<file path="src/pkg/rxfb_pkg.sv">
// constants for the receive-indicator frame builder
//
// Summary of operation
// - explicit output selected and I/O sample arrives: emit frame type 0x92.
// - sender 64-bit address in bytes 4 to 11, most significant first.
// - sample frame carries sender 16-bit network address in bytes 12-13, MSB first.
// - sample frame options: 0x01 acknowledged, 0x02 broadcast; host ignores others.
// - byte 15 holds sample set count, always 1.
// - bytes 16-17 carry the digital sampling enable mask.
// - byte 18 carries the analog sampling enable mask.
// - two digital sample bytes only when mask nonzero; unsampled lines read zero.
// - one two-byte reading per enabled analog input, input 0 to 3, then supply.
// - api output option zero and identification message arrives: emit type 0x95.
// - identification options add 0x40, 0x80, 0xC0 delivery codes; host ignores others.
// - bytes 17-24 carry remote node 64-bit address, MSB first.
// - node identifier string copied from byte 25, ended by a zero byte.
// - device type byte: 0 coordinator, 1 normal node, 2 end device.
// - source event byte; 1 means identification pushbutton.
// - profile and manufacturer identifiers as fixed two-byte constants.
// - four descriptor bytes only when discovery options enable them.
// - signal strength byte only when discovery options enable it.
package rxfb_pkg;
    localparam logic [7:0] DELIM = 8'h7E;
    localparam logic [7:0] TYPE_SAMPLE = 8'h92;
    localparam logic [7:0] TYPE_NODEID = 8'h95;
    localparam logic [7:0] CKSUM_BASE = 8'hFF;
    localparam logic [7:0] SAMPLE_COUNT = 8'h01;
    localparam logic [7:0] OPT_SAMPLE_MASK = 8'h03;
    localparam logic [7:0] OPT_NODEID_MASK = 8'hC3;
    localparam logic [7:0] RSVD_HI = 8'hFF;
    localparam logic [7:0] RSVD_LO = 8'hFE;
    localparam logic [7:0] NUL = 8'h00;
    localparam logic [1:0] DEVTYPE_MAX = 2'h2;
    // profile and maker words: arbitrary values
    localparam logic [15:0] PROFILE_ID = 16'h1234;
    localparam logic [15:0] MAKER_ID = 16'h5678;
    localparam int NI_MAX = 20;
    localparam int NI_IDX_W = 5;
    localparam int ANA_CH = 5;
    localparam int FIFO_DEPTH = 16;
    // register byte addresses
    localparam logic [7:0] A_CTRL = 8'h00;
    localparam logic [7:0] A_STAT = 8'h04;
    localparam logic [7:0] A_SRC_HI = 8'h08;
    localparam logic [7:0] A_SRC_LO = 8'h0C;
    localparam logic [7:0] A_REM_HI = 8'h10;
    localparam logic [7:0] A_REM_LO = 8'h14;
    localparam logic [7:0] A_INFO = 8'h18;
    localparam logic [7:0] A_MASKS = 8'h1C;
    localparam logic [7:0] A_ANA01 = 8'h20;
    localparam logic [7:0] A_ANA23 = 8'h24;
    localparam logic [7:0] A_ANASUP = 8'h28;
    localparam logic [7:0] A_DDV = 8'h2C;
    localparam logic [7:0] A_NI = 8'h30;
    localparam logic [7:0] A_START = 8'h34;
    // control bits
    localparam int C_AO = 0;
    localparam int C_DD_EN = 1;
    localparam int C_RSSI_EN = 2;
    // start register bits
    localparam int S_SAMPLE = 0;
    localparam int S_NODEID = 1;
    typedef enum {ST_IDLE, ST_EMIT, ST_CSUM} rxfb_state_e;
endpackage : rxfb_pkg

</file>
<file path="src/logic/rxfb_top.sv">
// frame builder with AHB-Lite register slave and output byte fifo
//
// Decided for this implementation: the AHB-Lite register port and the register offsets.
`timescale 1ns/1ns

// ****************
// byte fifo
// ****************
module rxfb_fifo #(
    parameter int WIDTH = 8,
    parameter int DEPTH = 16
) (
    input wire logic clk, // clock
    input wire logic rstN, // synchronous-release reset
    input wire logic inValid, // write strobe
    output logic inReady, // not full
    input wire logic [WIDTH-1:0] inData, // write data
    output logic outValid, // not empty
    input wire logic outReady, // read strobe
    output logic [WIDTH-1:0] outData // head word
);
    localparam int AW = $clog2(DEPTH);
    logic [WIDTH-1:0] mem [DEPTH];
    logic [AW-1:0] wrPtr_r;
    logic [AW-1:0] rdPtr_r;
    logic [AW:0] count_r;
    logic doWr;
    logic doRd;
    assign inReady = (count_r != (AW+1)'(DEPTH));
    assign outValid = (count_r != '0);
    assign doWr = inValid && inReady;
    assign doRd = outValid && outReady;
    assign outData = mem[rdPtr_r];
    always_ff @(posedge clk) begin
        if (doWr) begin
            mem[wrPtr_r] <= inData;
        end
    end
    always_ff @(posedge clk or negedge rstN) begin
        if (!rstN) begin
            wrPtr_r <= '0;
            rdPtr_r <= '0;
            count_r <= '0;
        end else begin
            if (doWr) begin
                wrPtr_r <= wrPtr_r + 1'b1;
            end
            if (doRd) begin
                rdPtr_r <= rdPtr_r + 1'b1;
            end
            count_r <= count_r + (AW+1)'(doWr) - (AW+1)'(doRd);
        end
    end
endmodule : rxfb_fifo

// ****************
// top
// ****************
module rxfb_top
    import rxfb_pkg::*;
(
    input wire logic clk_sys, // 25 MHz clock
    input wire logic arst_n, // async reset, active low
    input wire logic hsel, // slave select
    input wire logic [31:0] haddr, // address
    input wire logic [1:0] htrans, // transfer type
    input wire logic hwrite, // write
    input wire logic [2:0] hsize, // size
    input wire logic [31:0] hwdata, // write data
    input wire logic hready, // bus ready in
    output logic hreadyout, // slave ready
    output logic hresp, // response, always okay
    output logic [31:0] hrdata, // read data
    output logic txValid, // serial byte available
    input wire logic txReady, // serial side takes byte
    output logic [7:0] txData // serial byte
);
    import rxfb_pkg::*;

    // ****************
    // reset and bus
    // ****************
    logic rstMeta_r;
    logic rstN;
    always_ff @(posedge clk_sys or negedge arst_n) begin
        if (!arst_n) begin
            rstMeta_r <= 1'b0;
            rstN <= 1'b0;
        end else begin
            rstMeta_r <= 1'b1;
            rstN <= rstMeta_r;
        end
    end

    logic wrPend_r;
    logic [7:0] wrAddr_r;
    logic [7:0] rdAddr;
    assign hreadyout = 1'b1;
    assign hresp = 1'b0;
    assign rdAddr = haddr[7:0];
    always_ff @(posedge clk_sys or negedge rstN) begin
        if (!rstN) begin
            wrPend_r <= 1'b0;
            wrAddr_r <= 8'h00;
        end else begin
            wrPend_r <= hsel && hready && htrans[1] && hwrite;
            wrAddr_r <= haddr[7:0];
        end
    end
    logic wrEn;
    assign wrEn = wrPend_r;

    // ****************
    // frame content registers
    // ****************
    logic [2:0] ctrl_r;
    logic [63:0] srcAddr_r;
    logic [63:0] remAddr_r;
    logic [31:0] info_r; // [15:0] net addr, [23:16] options, [25:24] dev type, [31:26] event
    logic [31:0] masks_r; // [15:0] digital mask, [23:16] analog mask
    logic [15:0] digSamp_r;
    logic [15:0] ana_r [ANA_CH];
    logic [31:0] ddv_r;
    logic [7:0] rssi_r;
    logic [7:0] ni_r [NI_MAX];
    logic [NI_IDX_W-1:0] niLen_r;
    logic busy_r;
    logic [7:0] frameCnt_r;
    logic [1:0] kind_r;
    logic startSample;
    logic startNode;
    assign startSample = wrEn && wrAddr_r == A_START && hwdata[S_SAMPLE] && !busy_r
                         && ctrl_r[C_AO];
    assign startNode = wrEn && wrAddr_r == A_START && hwdata[S_NODEID] && !busy_r
                       && !ctrl_r[C_AO];

    always_ff @(posedge clk_sys or negedge rstN) begin
        if (!rstN) begin
            ctrl_r <= 3'h0;
            srcAddr_r <= 64'h0;
            remAddr_r <= 64'h0;
            info_r <= 32'h0;
            masks_r <= 32'h0;
            digSamp_r <= 16'h0;
            ddv_r <= 32'h0;
            rssi_r <= 8'h00;
            for (int i = 0; i < ANA_CH; i++) begin
                ana_r[i] <= 16'h0;
            end
        end else if (wrEn && !busy_r) begin
            case (wrAddr_r)
                A_CTRL: ctrl_r <= hwdata[2:0];
                A_SRC_HI: srcAddr_r[63:32] <= hwdata;
                A_SRC_LO: srcAddr_r[31:0] <= hwdata;
                A_REM_HI: remAddr_r[63:32] <= hwdata;
                A_REM_LO: remAddr_r[31:0] <= hwdata;
                A_INFO: info_r <= hwdata;
                A_MASKS: masks_r <= hwdata;
                A_ANA01: begin
                    ana_r[0] <= hwdata[15:0];
                    ana_r[1] <= hwdata[31:16];
                end
                A_ANA23: begin
                    ana_r[2] <= hwdata[15:0];
                    ana_r[3] <= hwdata[31:16];
                end
                A_ANASUP: begin
                    ana_r[4] <= hwdata[15:0];
                    digSamp_r <= hwdata[31:16];
                end
                A_DDV: ddv_r <= hwdata;
                A_STAT: rssi_r <= hwdata[7:0];
                default: ;
            endcase
        end
    end

    // name string written one byte per access; a zero byte clears it
    always_ff @(posedge clk_sys or negedge rstN) begin
        if (!rstN) begin
            niLen_r <= '0;
        end else if (wrEn && !busy_r && wrAddr_r == A_NI) begin
            if (hwdata[7:0] == NUL) begin
                niLen_r <= '0;
            end else if (niLen_r != NI_IDX_W'(NI_MAX)) begin
                niLen_r <= niLen_r + 1'b1;
            end
        end
    end
    always_ff @(posedge clk_sys) begin
        if (wrEn && !busy_r && wrAddr_r == A_NI && niLen_r != NI_IDX_W'(NI_MAX)) begin
            ni_r[niLen_r] <= hwdata[7:0];
        end
    end

    // ****************
    // frame byte sequencer
    // ****************
    rxfb_state_e state_r;
    logic [7:0] idx_r;
    logic [7:0] sum_r;
    logic [15:0] dataLen;
    logic [7:0] curByte;
    logic fifoReady;
    logic push;

    // number of set bits in the analog mask that reach the readings
    function automatic logic [3:0] anaCount(input logic [7:0] m);
        logic [3:0] c;
        c = 4'h0;
        for (int i = 0; i < ANA_CH; i++) begin
            c = c + 4'(m[i == ANA_CH-1 ? 7 : i]);
        end
        return c;
    endfunction : anaCount

    // bit of the analog mask for reading slot s: inputs 0..3, supply is bit 7
    function automatic logic anaBit(input logic [7:0] m, input int s);
        return m[s == ANA_CH-1 ? 7 : s];
    endfunction : anaBit

    always_comb begin
        dataLen = 16'h0;
        if (kind_r[0]) begin
            dataLen = 16'd16 + ((masks_r[15:0] != 16'h0) ? 16'd2 : 16'd0)
                      + {11'h0, anaCount(masks_r[23:16]), 1'b0};
        end else begin
            dataLen = 16'd31 + {11'h0, niLen_r}
                      + (ctrl_r[C_DD_EN] ? 16'd4 : 16'd0)
                      + (ctrl_r[C_RSSI_EN] ? 16'd1 : 16'd0);
        end
    end

    // nth analog reading present in the frame, in channel order
    function automatic logic [15:0] anaPick(input logic [7:0] m, input logic [3:0] n,
                                            input logic [79:0] v);
        logic [3:0] k;
        logic [15:0] r;
        k = 4'h0;
        r = 16'h0;
        for (int s = 0; s < ANA_CH; s++) begin
            if (anaBit(m, s)) begin
                if (k == n) begin
                    r = v[s*16 +: 16];
                end
                k = k + 4'h1;
            end
        end
        return r;
    endfunction : anaPick

    logic [79:0] anaFlat;
    genvar g;
    generate
        for (g = 0; g < ANA_CH; g++) begin : g_ana
            assign anaFlat[g*16 +: 16] = ana_r[g];
        end
    endgenerate

    logic [7:0] b; // byte index counted from the delimiter, same as idx_r
    logic [15:0] digMasked;
    logic [15:0] anaVal;
    logic [7:0] anaBase;
    logic [7:0] niEnd;
    logic [7:0] rel;
    assign digMasked = digSamp_r & masks_r[15:0];
    assign anaBase = (masks_r[15:0] != 16'h0) ? 8'd21 : 8'd19;
    assign niEnd = 8'd25 + {3'h0, niLen_r};
    always_comb begin
        b = idx_r;
        rel = 8'h0;
        anaVal = 16'h0;
        curByte = NUL;
        if (idx_r == 8'd0) begin
            curByte = DELIM;
        end else if (idx_r == 8'd1) begin
            curByte = dataLen[15:8];
        end else if (idx_r == 8'd2) begin
            curByte = dataLen[7:0];
        end else if (idx_r == 8'd3) begin
            curByte = kind_r[0] ? TYPE_SAMPLE : TYPE_NODEID;
        end else if (b <= 8'd11) begin
            curByte = srcAddr_r[8*(11-b) +: 8];
        end else if (kind_r[0]) begin
            if (b == 8'd12) begin
                curByte = info_r[15:8];
            end else if (b == 8'd13) begin
                curByte = info_r[7:0];
            end else if (b == 8'd14) begin
                curByte = info_r[23:16] & OPT_SAMPLE_MASK;
            end else if (b == 8'd15) begin
                curByte = SAMPLE_COUNT;
            end else if (b == 8'd16) begin
                curByte = masks_r[15:8];
            end else if (b == 8'd17) begin
                curByte = masks_r[7:0];
            end else if (b == 8'd18) begin
                curByte = masks_r[23:16];
            end else if (b < anaBase) begin
                curByte = (b == 8'd19) ? digMasked[15:8] : digMasked[7:0];
            end else begin
                rel = b - anaBase;
                anaVal = anaPick(masks_r[23:16], rel[4:1], anaFlat);
                curByte = rel[0] ? anaVal[7:0] : anaVal[15:8];
            end
        end else begin
            if (b == 8'd12 || b == 8'd15) begin
                curByte = RSVD_HI;
            end else if (b == 8'd13 || b == 8'd16) begin
                curByte = RSVD_LO;
            end else if (b == 8'd14) begin
                curByte = info_r[23:16] & OPT_NODEID_MASK;
            end else if (b <= 8'd24) begin
                curByte = remAddr_r[8*(24-b) +: 8];
            end else if (b < niEnd) begin
                rel = b - 8'd25;
                curByte = ni_r[rel[NI_IDX_W-1:0]];
            end else if (b == niEnd) begin
                curByte = NUL;
            end else begin
                rel = b - niEnd;
                case (rel)
                    8'd1: curByte = RSVD_HI;
                    8'd2: curByte = RSVD_LO;
                    8'd3: curByte = {6'h0, (info_r[25:24] > DEVTYPE_MAX) ? DEVTYPE_MAX
                                                                   : info_r[25:24]};
                    8'd4: curByte = {2'h0, info_r[31:26]};
                    8'd5: curByte = PROFILE_ID[15:8];
                    8'd6: curByte = PROFILE_ID[7:0];
                    8'd7: curByte = MAKER_ID[15:8];
                    8'd8: curByte = MAKER_ID[7:0];
                    default: begin
                        if (ctrl_r[C_DD_EN] && rel <= 8'd12) begin
                            curByte = ddv_r[8*(12-rel) +: 8];
                        end else begin
                            curByte = rssi_r;
                        end
                    end
                endcase
            end
        end
    end

    assign push = (state_r != ST_IDLE) && fifoReady;
    always_ff @(posedge clk_sys or negedge rstN) begin
        if (!rstN) begin
            state_r <= ST_IDLE;
            idx_r <= 8'h0;
            sum_r <= 8'h0;
            kind_r <= 2'h0;
            busy_r <= 1'b0;
            frameCnt_r <= 8'h0;
        end else begin
            case (state_r)
                ST_IDLE: begin
                    if (startSample || startNode) begin
                        kind_r <= {startNode, startSample};
                        idx_r <= 8'h0;
                        sum_r <= 8'h0;
                        busy_r <= 1'b1;
                        state_r <= ST_EMIT;
                    end
                end
                ST_EMIT: begin
                    if (fifoReady) begin
                        if (idx_r >= 8'd3) begin
                            sum_r <= sum_r + curByte;
                        end
                        idx_r <= idx_r + 8'd1;
                        if (idx_r >= 8'd3 && idx_r == dataLen[7:0] + 8'd2) begin
                            state_r <= ST_CSUM;
                        end
                    end
                end
                ST_CSUM: begin
                    if (fifoReady) begin
                        busy_r <= 1'b0;
                        frameCnt_r <= frameCnt_r + 8'd1;
                        state_r <= ST_IDLE;
                    end
                end
                default: state_r <= ST_IDLE;
            endcase
        end
    end

    logic [7:0] fifoIn;
    assign fifoIn = (state_r == ST_CSUM) ? CKSUM_BASE - sum_r : curByte;
    rxfb_fifo #(.WIDTH(8), .DEPTH(FIFO_DEPTH)) u_fifo (
        .clk(clk_sys),
        .rstN(rstN),
        .inValid(push),
        .inReady(fifoReady),
        .inData(fifoIn),
        .outValid(txValid),
        .outReady(txReady),
        .outData(txData)
    );

    // ****************
    // read data
    // ****************
    always_ff @(posedge clk_sys or negedge rstN) begin
        if (!rstN) begin
            hrdata <= 32'h0;
        end else if (hsel && hready && htrans[1] && !hwrite) begin
            case (rdAddr)
                A_CTRL: hrdata <= {29'h0, ctrl_r};
                A_STAT: hrdata <= {8'h0, frameCnt_r, rssi_r, 7'h0, busy_r};
                A_SRC_HI: hrdata <= srcAddr_r[63:32];
                A_SRC_LO: hrdata <= srcAddr_r[31:0];
                A_REM_HI: hrdata <= remAddr_r[63:32];
                A_REM_LO: hrdata <= remAddr_r[31:0];
                A_INFO: hrdata <= info_r;
                A_MASKS: hrdata <= masks_r;
                A_DDV: hrdata <= ddv_r;
                A_NI: hrdata <= {27'h0, niLen_r};
                default: hrdata <= 32'h0;
            endcase
        end
    end
endmodule : rxfb_top

</file>
<file path="config.mk">
export PLATFORM = sky130hd
export DESIGN_NAME = rxfb_top
export DESIGN_NICKNAME = d
export VERILOG_FILES = /design/src/pkg/rxfb_pkg.sv /design/src/logic/rxfb_top.sv
export SDC_FILE = /design/constraint.sdc
export NUM_CORES = 1
export LEC_CHECK = 0
export BUFFER_PORTS_ARGS = -buffer_cell sky130_fd_sc_hd__buf_2
export CORE_ASPECT_RATIO = 1.25
export CORE_MARGIN = 4
export CORE_UTILIZATION = 30
export DETAILED_ROUTE_END_ITERATION = 10
export HOLD_SLACK_MARGIN = 0.06
export MAX_ROUTING_LAYER = met4
export SLEW_MARGIN = 20
export SYNTH_ARGS = -nofsm -noshare
export SYNTH_HDL_FRONTEND = slang
export SYNTH_SLANG_ARGS = --single-unit
</file>
<file path="constraint.sdc">
create_clock -name clk_sys -period 20.8 [get_ports clk_sys]
set_input_delay 2.08 -clock clk_sys [delete_from_list [all_inputs] [get_ports clk_sys]]
set_output_delay 2.08 -clock clk_sys [all_outputs]
set_load 0.005 [all_outputs]
</file>
==> out/qor.yml, run 1 <==
routing:
  route.detailed.drc: 0
  drt_wl_total_um: 103000
  wl_per_cell_um: 25.3
  drtIter0Drc: 2336
  routed-via-count: 22400
  drt_pass1_iterations: 7
  vias_per_cell: 5.49
  postRouteAntennaNets: 0
power_and_ir_drop:
  p_clk_frac: 0.448
  p_switching_mw: 0.749
  seq_power_share: 0.478
  power_leakage_nw: 14.6
  p_per_area_nw_per_um2: 82.2
  p_comb_frac: 0.074
  p_int_mw: 2.46
  p_sw_frac: 0.233
  ir_drop_mv: 0.0479
synthesis:
  synth_cell_types: 104
  ys_ff_latch: 708
  ys_warn_count: 0
  synth_top_area_cell: "dfrtp_1"
  syn_inst: 2506
  synthDominantCellAreaShare: 0.305
  syn_area_per_cell_um2: 13.7
  seq_area_frac_synth: 0.556
  async_reset_ff_frac: 0.593
  synthFlopType: "dfrtp_1"
  synth_area_um2: 34500
  synth_edf_count: 288
  synth_area_leaders: "dfrtp_1, edfxtp_1, mux2_2"
clocking:
  cts_tree: "built"
  cts_buffers: 76
  clkTransAtPathRegs_ns: 0.06
  clock-sinks: 708
  hold_buffers: 0
  htree_levels: 3
  clk_latency_ns: 0.63
  cts_setup_buffers: 0
  root_buffer: "clkbuf_16"
  clockBufferDepth: 3
  post_cts_resized: 0
die:
  core-area_um2: 114000
  rows: 138
  die_area_um2: 120000
  die_w_um: 311
  io_pins: 118
  start_util: 0.303
  fp.dieH_um: 387
timing:
  slew_headroom: 0.218
  min_period_ns: 7.69
  setup_total_negative_slack_ns: 0
  fmax_ghz: 0.130
  setup_viol: 0
  hold_ws_ns: 0.346
  hold_viol: 0
  skew_ns: 0.0334
  worstMarginPinSlew_ns: 1.17
  grt_setup_unrepaired: "false"
  final_max_slew_viol_count: 0
  period_share: 0.369
worst_setup_path:
  cp-start-kind: "flip-flop"
  arrival_ns: 8.18
  slowest_stage: "ha_2"
  critPathCaptureType: "flip-flop"
  cpMostUsedCell: "a21oi_1"
  worstPathCellList: "clkinv_1, ha_2, buf_4, mux4_2, mux4_2, mux2_2, a22o_1, a221oi_1, a21oi_1, a21oi_1, a21oi_1, ha_1, inv_1, o21bai_1, a21oi_1, nor2b_1, o21ai_0, nand2b_1, o31a_1, or2_0, a221o_1"
  max_stage_delay_ns: 1.05
  path_class: "reg -> reg"
  required_ns: 21.29
  crit_fanout: 40
layout:
  multi_input_area_um2: 14400
  seqCellArea_um2: 19200
  final_net_count: 2690
  fill_cells: 11000
  final_cell_mix: "dfrtp_1, mux2_2, edfxtp_1, nor2_1, mux4_2"
  drive_above_1_share: 0.301
  final_common_cell: "dfrtp_1"
  area_delta_synth_final_pct: 13.4
global_routing:
  grt_pass1_wl_um: 153000
  grt_pass1_vias: 22500
  globalRoute.totalOverflow: 0
  grt_antenna_before_repair: 13
  grt_max_degree: 74
  grtUsageTotal: 0.173
placed_design:
  place_congestion: 0.936
  dp_hpwl_um: 71900
  io_buffers: 87
worst_hold_path:
  hold_path.class: "reg -> reg"
status:
  status: "finished clean"
job:
  maxCapViolCount: 0
## registers in the layout, indices dropped and copies added, names as in the netlist, 2 cells and up
signal,count
ni_r,160
u_fifo.mem,128
anaFlat,80
remAddr_r,64
srcAddr_r,64
ddv_r,32
hrdata,32
info_r,32
masks_r,32
digSamp_r,16
b,8
frameCnt_r,8
rssi_r,8
sum_r,8
wrAddr_r,8
niLen_r,5
u_fifo.count_r,5
u_fifo.rdPtr_r,4
u_fifo.wrPtr_r,4
ctrl_r,3
state_r,2
## critical path, delay by kind of cell (launching register included)
kind | cells | cell delay, ns
mux | 3 | 1.27
simple gates | 3 | 0.38
flops | 1 | 0.84
compound gates | 10 | 2.27
buf+inv | 3 | 1.38
fa+ha+maj | 2 | 1.37
## final timing paths
path	from	to	slack [ns]	depth (start not counted)
worst max-delay path	b[0]$_DFFE_PN0P_	sum_r[7]$_DFFE_PN0P_	13.11	21
worst max register to register	b[0]$_DFFE_PN0P_	sum_r[7]$_DFFE_PN0P_	13.11	21
worst min-delay path	rstMeta_r$_DFF_PN0_	rstN$_DFF_PN0_	0.35	0
min in group asynchronous	rstN$_DFF_PN0_	hrdata[15]$_DFFE_PN0P_	0.46	0
worst min register to register	rstMeta_r$_DFF_PN0_	rstN$_DFF_PN0_	0.35	0
max in group asynchronous	rstN$_DFF_PN0_	b[0]$_DFFE_PN0P_	18.01	2
## power by group through the flow
stage          logic (mW)  registers (mW)  clock network [mW]
5_1_grt             0.260            1.54                1.53
4_1_cts             0.242            1.54                1.47
2_1_floorplan       0.174            1.55                   0
3_3_place_gp        0.236            1.56                   0
3_5_place_dp        0.241            1.56                   0
6_report            0.237            1.54                1.44
## cells in the mapped netlist, types with 6 or more instances
library cell and count:
a221oi_1 31, o21ai_0 60, fa_1 8, o22ai_1 6
mux2_2 338, mux4_2 131, mux2i_1 24, clkbuf_1 78
ha_1 59, o211ai_1 19, nor3b_1 6, dfrtp_1 420
xor2_1 18, nor4_1 11, nand4_1 19, or3_1 6
nor2b_1 14, nand2_1 115, a211oi_1 9, nor2_1 136
a31oi_1 9, and3_1 20, or2_2 6, xnor2_1 38
a22oi_1 88, a211o_1 6, nand2b_1 17, a222oi_1 13
buf_2 19, a21oi_1 56, nor3_1 27, buf_1 61
and2_1 19, edfxtp_1 288, inv_1 49, buf_4 11
nand3_1 65, o21a_1 9, a21o_1 9, a22o_1 53
o31ai_1 16
## per-layer routing
metal / track usage / vias to the layer above / routed length (µm)
met3: 0.0243 / 204 / 6280
met1: 0.222 / 11700 / 43400
met4: 0.0631 / 0 / 3960
met2: 0.279 / 809 / 49900
li1: - / 9725 / -
met5: - / - / 0
## kinds of logic after synthesis
kind of cell / share of synthesized area
DFF: 0.556
xor gates and xnor gates: 0.0170
other: 0.000218
and+or+nand+nor: 0.0726
adders and majority gates: 0.0261
buffers and inverters: 0.0292
muxes: 0.204
AOI/OAI and AO/OA: 0.0950
## area by class of cell
| class | instances | area share |
|---|---|---|
| Sequential cell | 708 | 0.490 |
| Multi-Input combinational cell | 1568 | 0.367 |
| Clock buffer | 97 | 0.0538 |
| Tap cell | 1470 | 0.0471 |
| Timing Repair Buffer | 141 | 0.0215 |
| Clock inverter | 43 | 0.0144 |
| Inverter | 53 | 0.00509 |
| Antenna cell | 5 | 0.000320 |
## per-stage QoR
step | cells | setup slack [ns] | total power, mW | utilization | area [µm²]
floorplan | 2507 | 8.23 | 1.72 | - | 34500
CTS | 4079 | 13.06 | 3.25 | 0.344 | 39100
global placement | 3939 | 13.10 | 1.80 | 0.320 | 36400
global route | 4085 | 12.73 | 3.33 | 0.344 | 39100
detailed placement | 3939 | 13.06 | 1.81 | 0.320 | 36400
finish | 4085 | 13.11 | 3.21 | 0.344 | 39100
No activity file was read; power rests on OpenSTA's default activity.
==> run 2, diff against run 1 <==
==> constraint.sdc (replaced) <==
create_clock -name clk_sys -period 6.2 [get_ports clk_sys]
set_input_delay 0.62 -clock clk_sys [delete_from_list [all_inputs] [get_ports clk_sys]]
set_output_delay 0.62 -clock clk_sys [all_outputs]
set_load 0.005 [all_outputs]
==> run 2 against run 1 <==
Net effect: global-route usage rose by 0.36 points; fmax rose by 29%; setup slack got worse by 13 ns; largest cell class unchanged; highest routed layer unchanged.
==> out/qor.yml, run 2 (synthesized netlist as in run 1, its figures left out) <==
timing:
  fin_ws_ns: 0.234  # -12.88 ns
  worstMarginPinSlew_ns: 1.12  # -0.0469 ns
  min_period_ns: 5.97  # -1.72 ns
  skew_ns: 0.0406  # +0.00727 ns
  period_share: 0.962  # +0.593
  hold_viol: 0  # unchanged
  slew_headroom: 0.250  # +0.0314
  grt_setup_unrepaired: "false"
  fmax_ghz: 0.168  # +29%
  setup_total_negative_slack_ns: 0  # unchanged
  setup_viol: 0  # unchanged
  final_max_slew_viol_count: 0  # unchanged
layout:
  largest_reg_flops: 160  # unchanged
  final_cell_mix: "dfrtp_1, mux2_2, edfxtp_1, nor2_1, mux4_2"
  largest_register: "ni_r"
  fin_cells: 4143  # +1.4%
  area_delta_synth_final_pct: 14.8
  final_net_count: 2752  # +2.3%
  final_common_cell: "dfrtp_1"
  drive_above_1_share: 0.318  # +0.0175
  final_area_um2: 39600  # +1.2%
power_and_ir_drop:
  power_leakage_nw: 14.9  # +1.7%
  ir_drop_mv: 0.198  # +310%
  p_per_area_nw_per_um2: 270  # +230%
placed_design:
  dp_cells: 4000  # +1.5%
  place_congestion: 0.966  # +3.2%
  dpl_cell_area_um2: 36900  # +1.4%
  pre_cts_ws_ns: 0.245  # -12.82 ns
  dp_hpwl_um: 73700  # +2.6%
  io_buffers: 87  # unchanged
worst_setup_path:
  path_class: "reg -> reg"
  worstPathCellList: "clkinv_2, ha_1, fa_1, inv_1, ha_1, mux4_2, nand2_1, o21ai_0, a221oi_1, o41ai_4, ha_1, a21o_1, a21oi_1, o21bai_1, a21oi_1, nor2b_1, o21ai_0, nand2b_1, o31a_1, or2_0, a221o_1"
  required_ns: 6.72  # -14.57 ns
  max_stage_delay_ns: 0.69  # -0.36 ns
  critPathTopFamily: "compound AO/OA/AOI/OAI gates"
  cp-start-kind: "flip-flop"
  arrival_ns: 6.48  # -1.70 ns
  timing.critical_path.buf_inv: 2  # -1
  critPathCaptureType: "flip-flop"
  slowest_stage: "ha_1"
  cpMostUsedCell: "ha_1"
  regToRegSetupSlack_ns: 0.23  # -12.88 ns
  crit_fanout: 10  # -75%
die:
  die_w_um: 311  # unchanged
  core-area_um2: 114000  # unchanged
  rows: 138  # unchanged
  die_area_um2: 120000  # unchanged
  start_util: 0.303  # unchanged
  io_pins: 118  # unchanged
  fp.dieH_um: 387  # unchanged
global_routing:
  grt_antenna_before_repair: 11  # -2
  grt_pass1_wl_um: 157000  # +2.2%
  grtUsageTotal: 0.176  # +0.00359
  grt_pass1_vias: 22900  # +2.0%
  globalRoute.totalOverflow: 0  # unchanged
  grt_max_degree: 148  # +100%
routing:
  topRoutingLayerUsed: "met4"
  postRouteAntennaNets: 0  # unchanged
  drt_pass1_iterations: 6  # -1
  met2_wirelength_um: 51000  # +2.2%
  route.detailed.drc: 0  # unchanged
  wl_met3_um: 5900  # -6.1%
  vias_per_cell: 5.47  # -0.36%
  routed-via-count: 22700  # +1.1%
  wl_met1_um: 44400  # +2.4%
  drt_wl_total_um: 106000  # +2.0%
  drtIter0Drc: 1958  # -16%
  wl_per_cell_um: 25.5  # +0.59%
worst_hold_path:
  hold_path.class: "in -> reg"
job:
  maxCapViolCount: 0  # unchanged
clocking:
  clockBufferDepth: 3  # unchanged
  root_buffer: "clkbuf_16"
  cts_tree: "built"
  clkTransAtPathRegs_ns: 0.06  # about the same
  clock-sinks: 708  # unchanged
  htree_levels: 3  # unchanged
  clk_latency_ns: 0.65  # +0.02 ns
  cts_buffers: 76  # unchanged
status:
  status: "finished clean"
[run 2: changes by cell type in the layout (fill, tap and decap cells not counted), moves of 3 or more]
cell	previous run	this run
clkinvlp_4	2	7
bufinv_16	12	8
buf_4	54	110
buf_12	0	4
clkbuf_1	12	15
clkinv_1	9	2
diode_2	5	2
[run 2: layout make-up]
cell class                      count  area, µm²
Fill cell                       11000      74100
Sequential cell                   708      19200
Tap cell                         1470       1840
Timing Repair Buffer              203       1360
Clock inverter                     42        524
Multi-Input combinational cell   1568      14400
Antenna cell                        2       5.00
Inverter                           53        200
Clock buffer                       97       2060
[run 2: where the power goes]
| part | total (mW) | switching (mW) | internal (mW) |
|---|---|---|---|
| combinational | 0.826 | 0.464 | 0.362 |
| clock | 4.69 | 1.97 | 2.73 |
| sequential | 5.15 | 0.146 | 5.00 |
| total | 10.7 | 2.58 | 8.09 |
[run 2: layer usage]
| layer | global-route usage | up-vias |
|---|---|---|
| met1 | 0.228 | 11900 |
| met4 | 0.0650 | 0 |
| li1 | - | 9824 |
| met5 | - | - |
| met2 | 0.285 | 775 |
| met3 | 0.0228 | 197 |
[run 2: worst paths after layout]
| path | startpoint | end | depth (start not counted) |
|---|---|---|---|
| setup / recovery | b[0]$_DFFE_PN0P_ | sum_r[7]$_DFFE_PN0P_ | 21 |
| hold / removal | haddr[1] | wrAddr_r[1]$_DFF_PN0_ | 1 |
| setup reg to reg | b[0]$_DFFE_PN0P_ | sum_r[7]$_DFFE_PN0P_ | 21 |
| hold reg to reg | rstMeta_r$_DFF_PN0_ | rstN$_DFF_PN0_ | 0 |
| max in group asynchronous | rstN$_DFF_PN0_ | anaFlat[54]$_DFFE_PN0P_ | 1 |
| min in group asynchronous | arst_n | rstN$_DFF_PN0_ | 2 |
[run 2: timing repair]
item / 4_1_cts / 5_1_grt
hold endpoints to repair: 2 / 0
hold buffers: 1 / 0
buffers inserted: 0 / 1
setup endpoints to repair: 0 / 1
resized for setup: 0 / 6
[run 2: through the flow]
stage	hold slack, ns	utilization	power (mW)
final	0.105	0.348	10.7
after global routing	0.0931	0.348	11.1
after CTS	0.0753	0.348	10.8
after detailed placement	0.339	0.325	6.08
after global placement	0.336	0.325	6.06
after floorplan	0.324	-	5.77
==> run 3, diff against run 2 <==
--- a/config.mk
+++ b/config.mk
@@ -12,6 +12,7 @@
 export DETAILED_ROUTE_END_ITERATION = 10
 export HOLD_SLACK_MARGIN = 0.06
 export MAX_ROUTING_LAYER = met4
+export REMOVE_ABC_BUFFERS = 1
 export SLEW_MARGIN = 20
 export SYNTH_ARGS = -nofsm -noshare
 export SYNTH_HDL_FRONTEND = slang
==> run 3 against run 2 <==
Net effect: global-route usage rose by 0.60 points; fmax rose by 1.2%; power fell by 2.1%; utilization rose by 0.082 points; flip-flop and latch count did not move; wire length rose by 2.9%.
==> out/qor.yml, run 3 (synthesized netlist as in run 1, its figures left out) <==
clocking:
  htree_levels: 3  # unchanged
  clock-sinks: 708  # unchanged
  clockBufferDepth: 3  # unchanged
  root_buffer: "clkbuf_16"
  clkTransAtPathRegs_ns: 0.06  # about the same
  clk_latency_ns: 0.63  # -0.02 ns
  cts_tree: "built"
  cts_buffers: 74  # -2.6%
worst_setup_path:
  slowest_stage: "a2111oi_0"
  critPathCaptureType: "flip-flop"
  critPathTopFamily: "compound AO/OA/AOI/OAI gates"
  cp-start-kind: "flip-flop"
  worstPathCellList: "clkinvlp_4, ha_1, fa_1, inv_1, ha_1, buf_4, mux4_2, nand2_1, o21a_1, o22ai_1, a2111oi_0, o31ai_2, buf_4, ha_1, a21oi_2, o21bai_1, a21oi_1, nor2b_1, o21ai_0, nand2b_1, o31a_1, or2_0, a221o_1"
  path_class: "reg -> reg"
  max_stage_delay_ns: 0.68  # about the same
  crit_fanout: 5  # -5
  timing.critical_path.buf_inv: 4  # +2
  required_ns: 6.71  # about the same
  arrival_ns: 6.41  # -0.07 ns
  cpMostUsedCell: "ha_1"
die:
  die_w_um: 311  # unchanged
  rows: 138  # unchanged
  start_util: 0.303  # unchanged
  fp.dieH_um: 387  # unchanged
  die_area_um2: 120000  # unchanged
  core-area_um2: 114000  # unchanged
  io_pins: 118  # unchanged
timing:
  hold_ws_ns: 0.130  # +0.0250 ns
  worstMarginPinSlew_ns: 1.17  # +0.0516 ns
  hold_viol: 0  # unchanged
  min_period_ns: 5.89  # -0.0723 ns
  final_max_slew_viol_count: 0  # unchanged
  setup_total_negative_slack_ns: 0  # unchanged
  skew_ns: 0.0243  # -0.0163 ns
  period_share: 0.951  # -0.0117
  slew_headroom: 0.215  # -0.0345
  setup_viol: 0  # unchanged
  fmax_ghz: 0.170  # +1.2%
  grt_setup_unrepaired: "false"
global_routing:
  grt_max_degree: 154  # +4.1%
  grt_antenna_before_repair: 5  # -6
  globalRoute.totalOverflow: 0  # unchanged
  grt_pass1_vias: 22900  # +0.044%
  grt-busiest-layer: "met2"
  grtUsageTotal: 0.182  # +0.00595
  use_met1: 0.221  # -0.00648
  use_met3: 0.0250  # +0.00219
  grt_use_met2: 0.307  # +0.0213
  grt_pass1_wl_um: 160000  # +2.0%
power_and_ir_drop:
  p_sw_frac: 0.239  # -0.00293
  seq_power_share: 0.494  # +0.011
  p_int_mw: 7.96  # -1.7%
  p_comb_frac: 0.079  # +0.002
  p_per_area_nw_per_um2: 264  # -2.3%
  power_leakage_nw: 14.9  # +0.24%
  ir_drop_mv: 0.182  # -8.2%
  p_switching_mw: 2.49  # -3.2%
  p_total_mw: 10.4  # -2.1%
  p_clk_frac: 0.428  # -0.012
layout:
  final_net_count: 2766  # +0.51%
  drive_above_1_share: 0.324  # +0.00579
  area_delta_synth_final_pct: 15.1
  utilization: 0.349  # +0.000815
  largest_reg_flops: 160  # unchanged
  final_area_um2: 39600  # +0.23%
  final_common_cell: "dfrtp_1"
  largest_register: "ni_r"
  final_cell_mix: "dfrtp_1, mux2_2, edfxtp_1, nor2_1, mux4_2"
routing:
  wl_per_cell_um: 26.1  # +2.5%
  routed-via-count: 22700  # +0.075%
  drt_wl_total_um: 109000  # +2.9%
  vias_per_cell: 5.46  # -0.24%
  drt_pass1_iterations: 6  # unchanged
  postRouteAntennaNets: 0  # unchanged
  route.detailed.drc: 0  # unchanged
  drtIter0Drc: 2014  # +2.9%
job:
  maxCapViolCount: 0  # unchanged
placed_design:
  io_buffers: 87  # unchanged
  place_congestion: 1.00  # +3.8%
  dp_hpwl_um: 76000  # +3.1%
  dpl_cell_area_um2: 37100  # +0.47%
worst_hold_path:
  hold_path.class: "in -> reg"
status:
  status: "finished clean"
run 3: cell count changes in the layout (fill, tap and decap cells not counted), sizes merged:
cell      previous run  this run
diode                2         1
bufinv               8         3
inv                 54        55
clkinvlp             7         4
buf                202       218
clkinv              26        16
clkbuf              97       112
run 3: area by class of cell:
class                           count  area [µm²]
Antenna cell                        1        2.50
Clock buffer                      112        2200
Clock inverter                     25         250
Fill cell                       11100       74000
Inverter                           53         203
Multi-Input combinational cell   1568       14500
Sequential cell                   708       19200
Tap cell                         1470        1840
Timing Repair Buffer              219        1490
run 3: per-stage QoR:
step / cells / setup slack [ns]
finish: 4156 / 0.306
global route: 4156 / 0.0185
CTS: 4154 / 0.0483
detailed placement: 4016 / 0.0864
global placement: 4016 / 0.0588
floorplan: 2329 / -6.37
run 3: power groups by stage:
stage / sequential, mW / combinational (mW) / clock (mW)
after global routing: 5.17 / 0.907 / 4.78
after CTS: 5.16 / 0.840 / 4.57
after detailed placement: 5.25 / 0.837 / 0
final: 5.16 / 0.824 / 4.47
after global placement: 5.25 / 0.821 / 0
after floorplan: 5.29 / 0.445 / 0
run 3: what timing repair did:
action,in CTS,in global routing
hold buffers,1,0
endpoints found under the hold margin,2,0
resized for setup,0,20
buffers inserted,0,1
setup endpoints to repair,0,1
run 3: routing by layer:
metal | wire, µm | vias to the layer above
li1 | - | 9880
met1 | 44000 | 11900
met2 | 54300 | 727
met3 | 5330 | 204
met4 | 5030 | 0
met5 | 0 | -
run 3: final timing paths:
check | end | slack, ns | start | depth (start not counted)
max | sum_r[7]$_DFFE_PN0P_ | 0.31 | b[0]$_DFFE_PN0P_ | 23
min | wrAddr_r[1]$_DFF_PN0_ | 0.13 | haddr[1] | 1
max reg2reg | sum_r[7]$_DFFE_PN0P_ | 0.31 | b[0]$_DFFE_PN0P_ | 23
min reg2reg | rstN$_DFF_PN0_ | 0.35 | rstMeta_r$_DFF_PN0_ | 0
max in group asynchronous | u_fifo.rdPtr_r[0]$_DFFE_PN0P_ | 4.35 | rstN$_DFF_PN0_ | 1
min in group asynchronous | rstN$_DFF_PN0_ | 0.34 | arst_n | 2
run 3: worst reg2reg max path: stages, from the launching register on:
cell and delay, ns:
dfrtp_4 0.44, clkinvlp_4 0.26, ha_1 0.33, fa_1 0.62
inv_1 0.09, ha_1 0.44, buf_4 0.26, mux4_2 0.35
nand2_1 0.09, o21a_1 0.12, o22ai_1 0.09, a2111oi_0 0.68
o31ai_2 0.16, buf_4 0.19, ha_1 0.30, a21oi_2 0.17
o21bai_1 0.08, a21oi_1 0.18, nor2b_1 0.06, o21ai_0 0.15
nand2b_1 0.10, o31a_1 0.12, or2_0 0.20, a221o_1 0.32
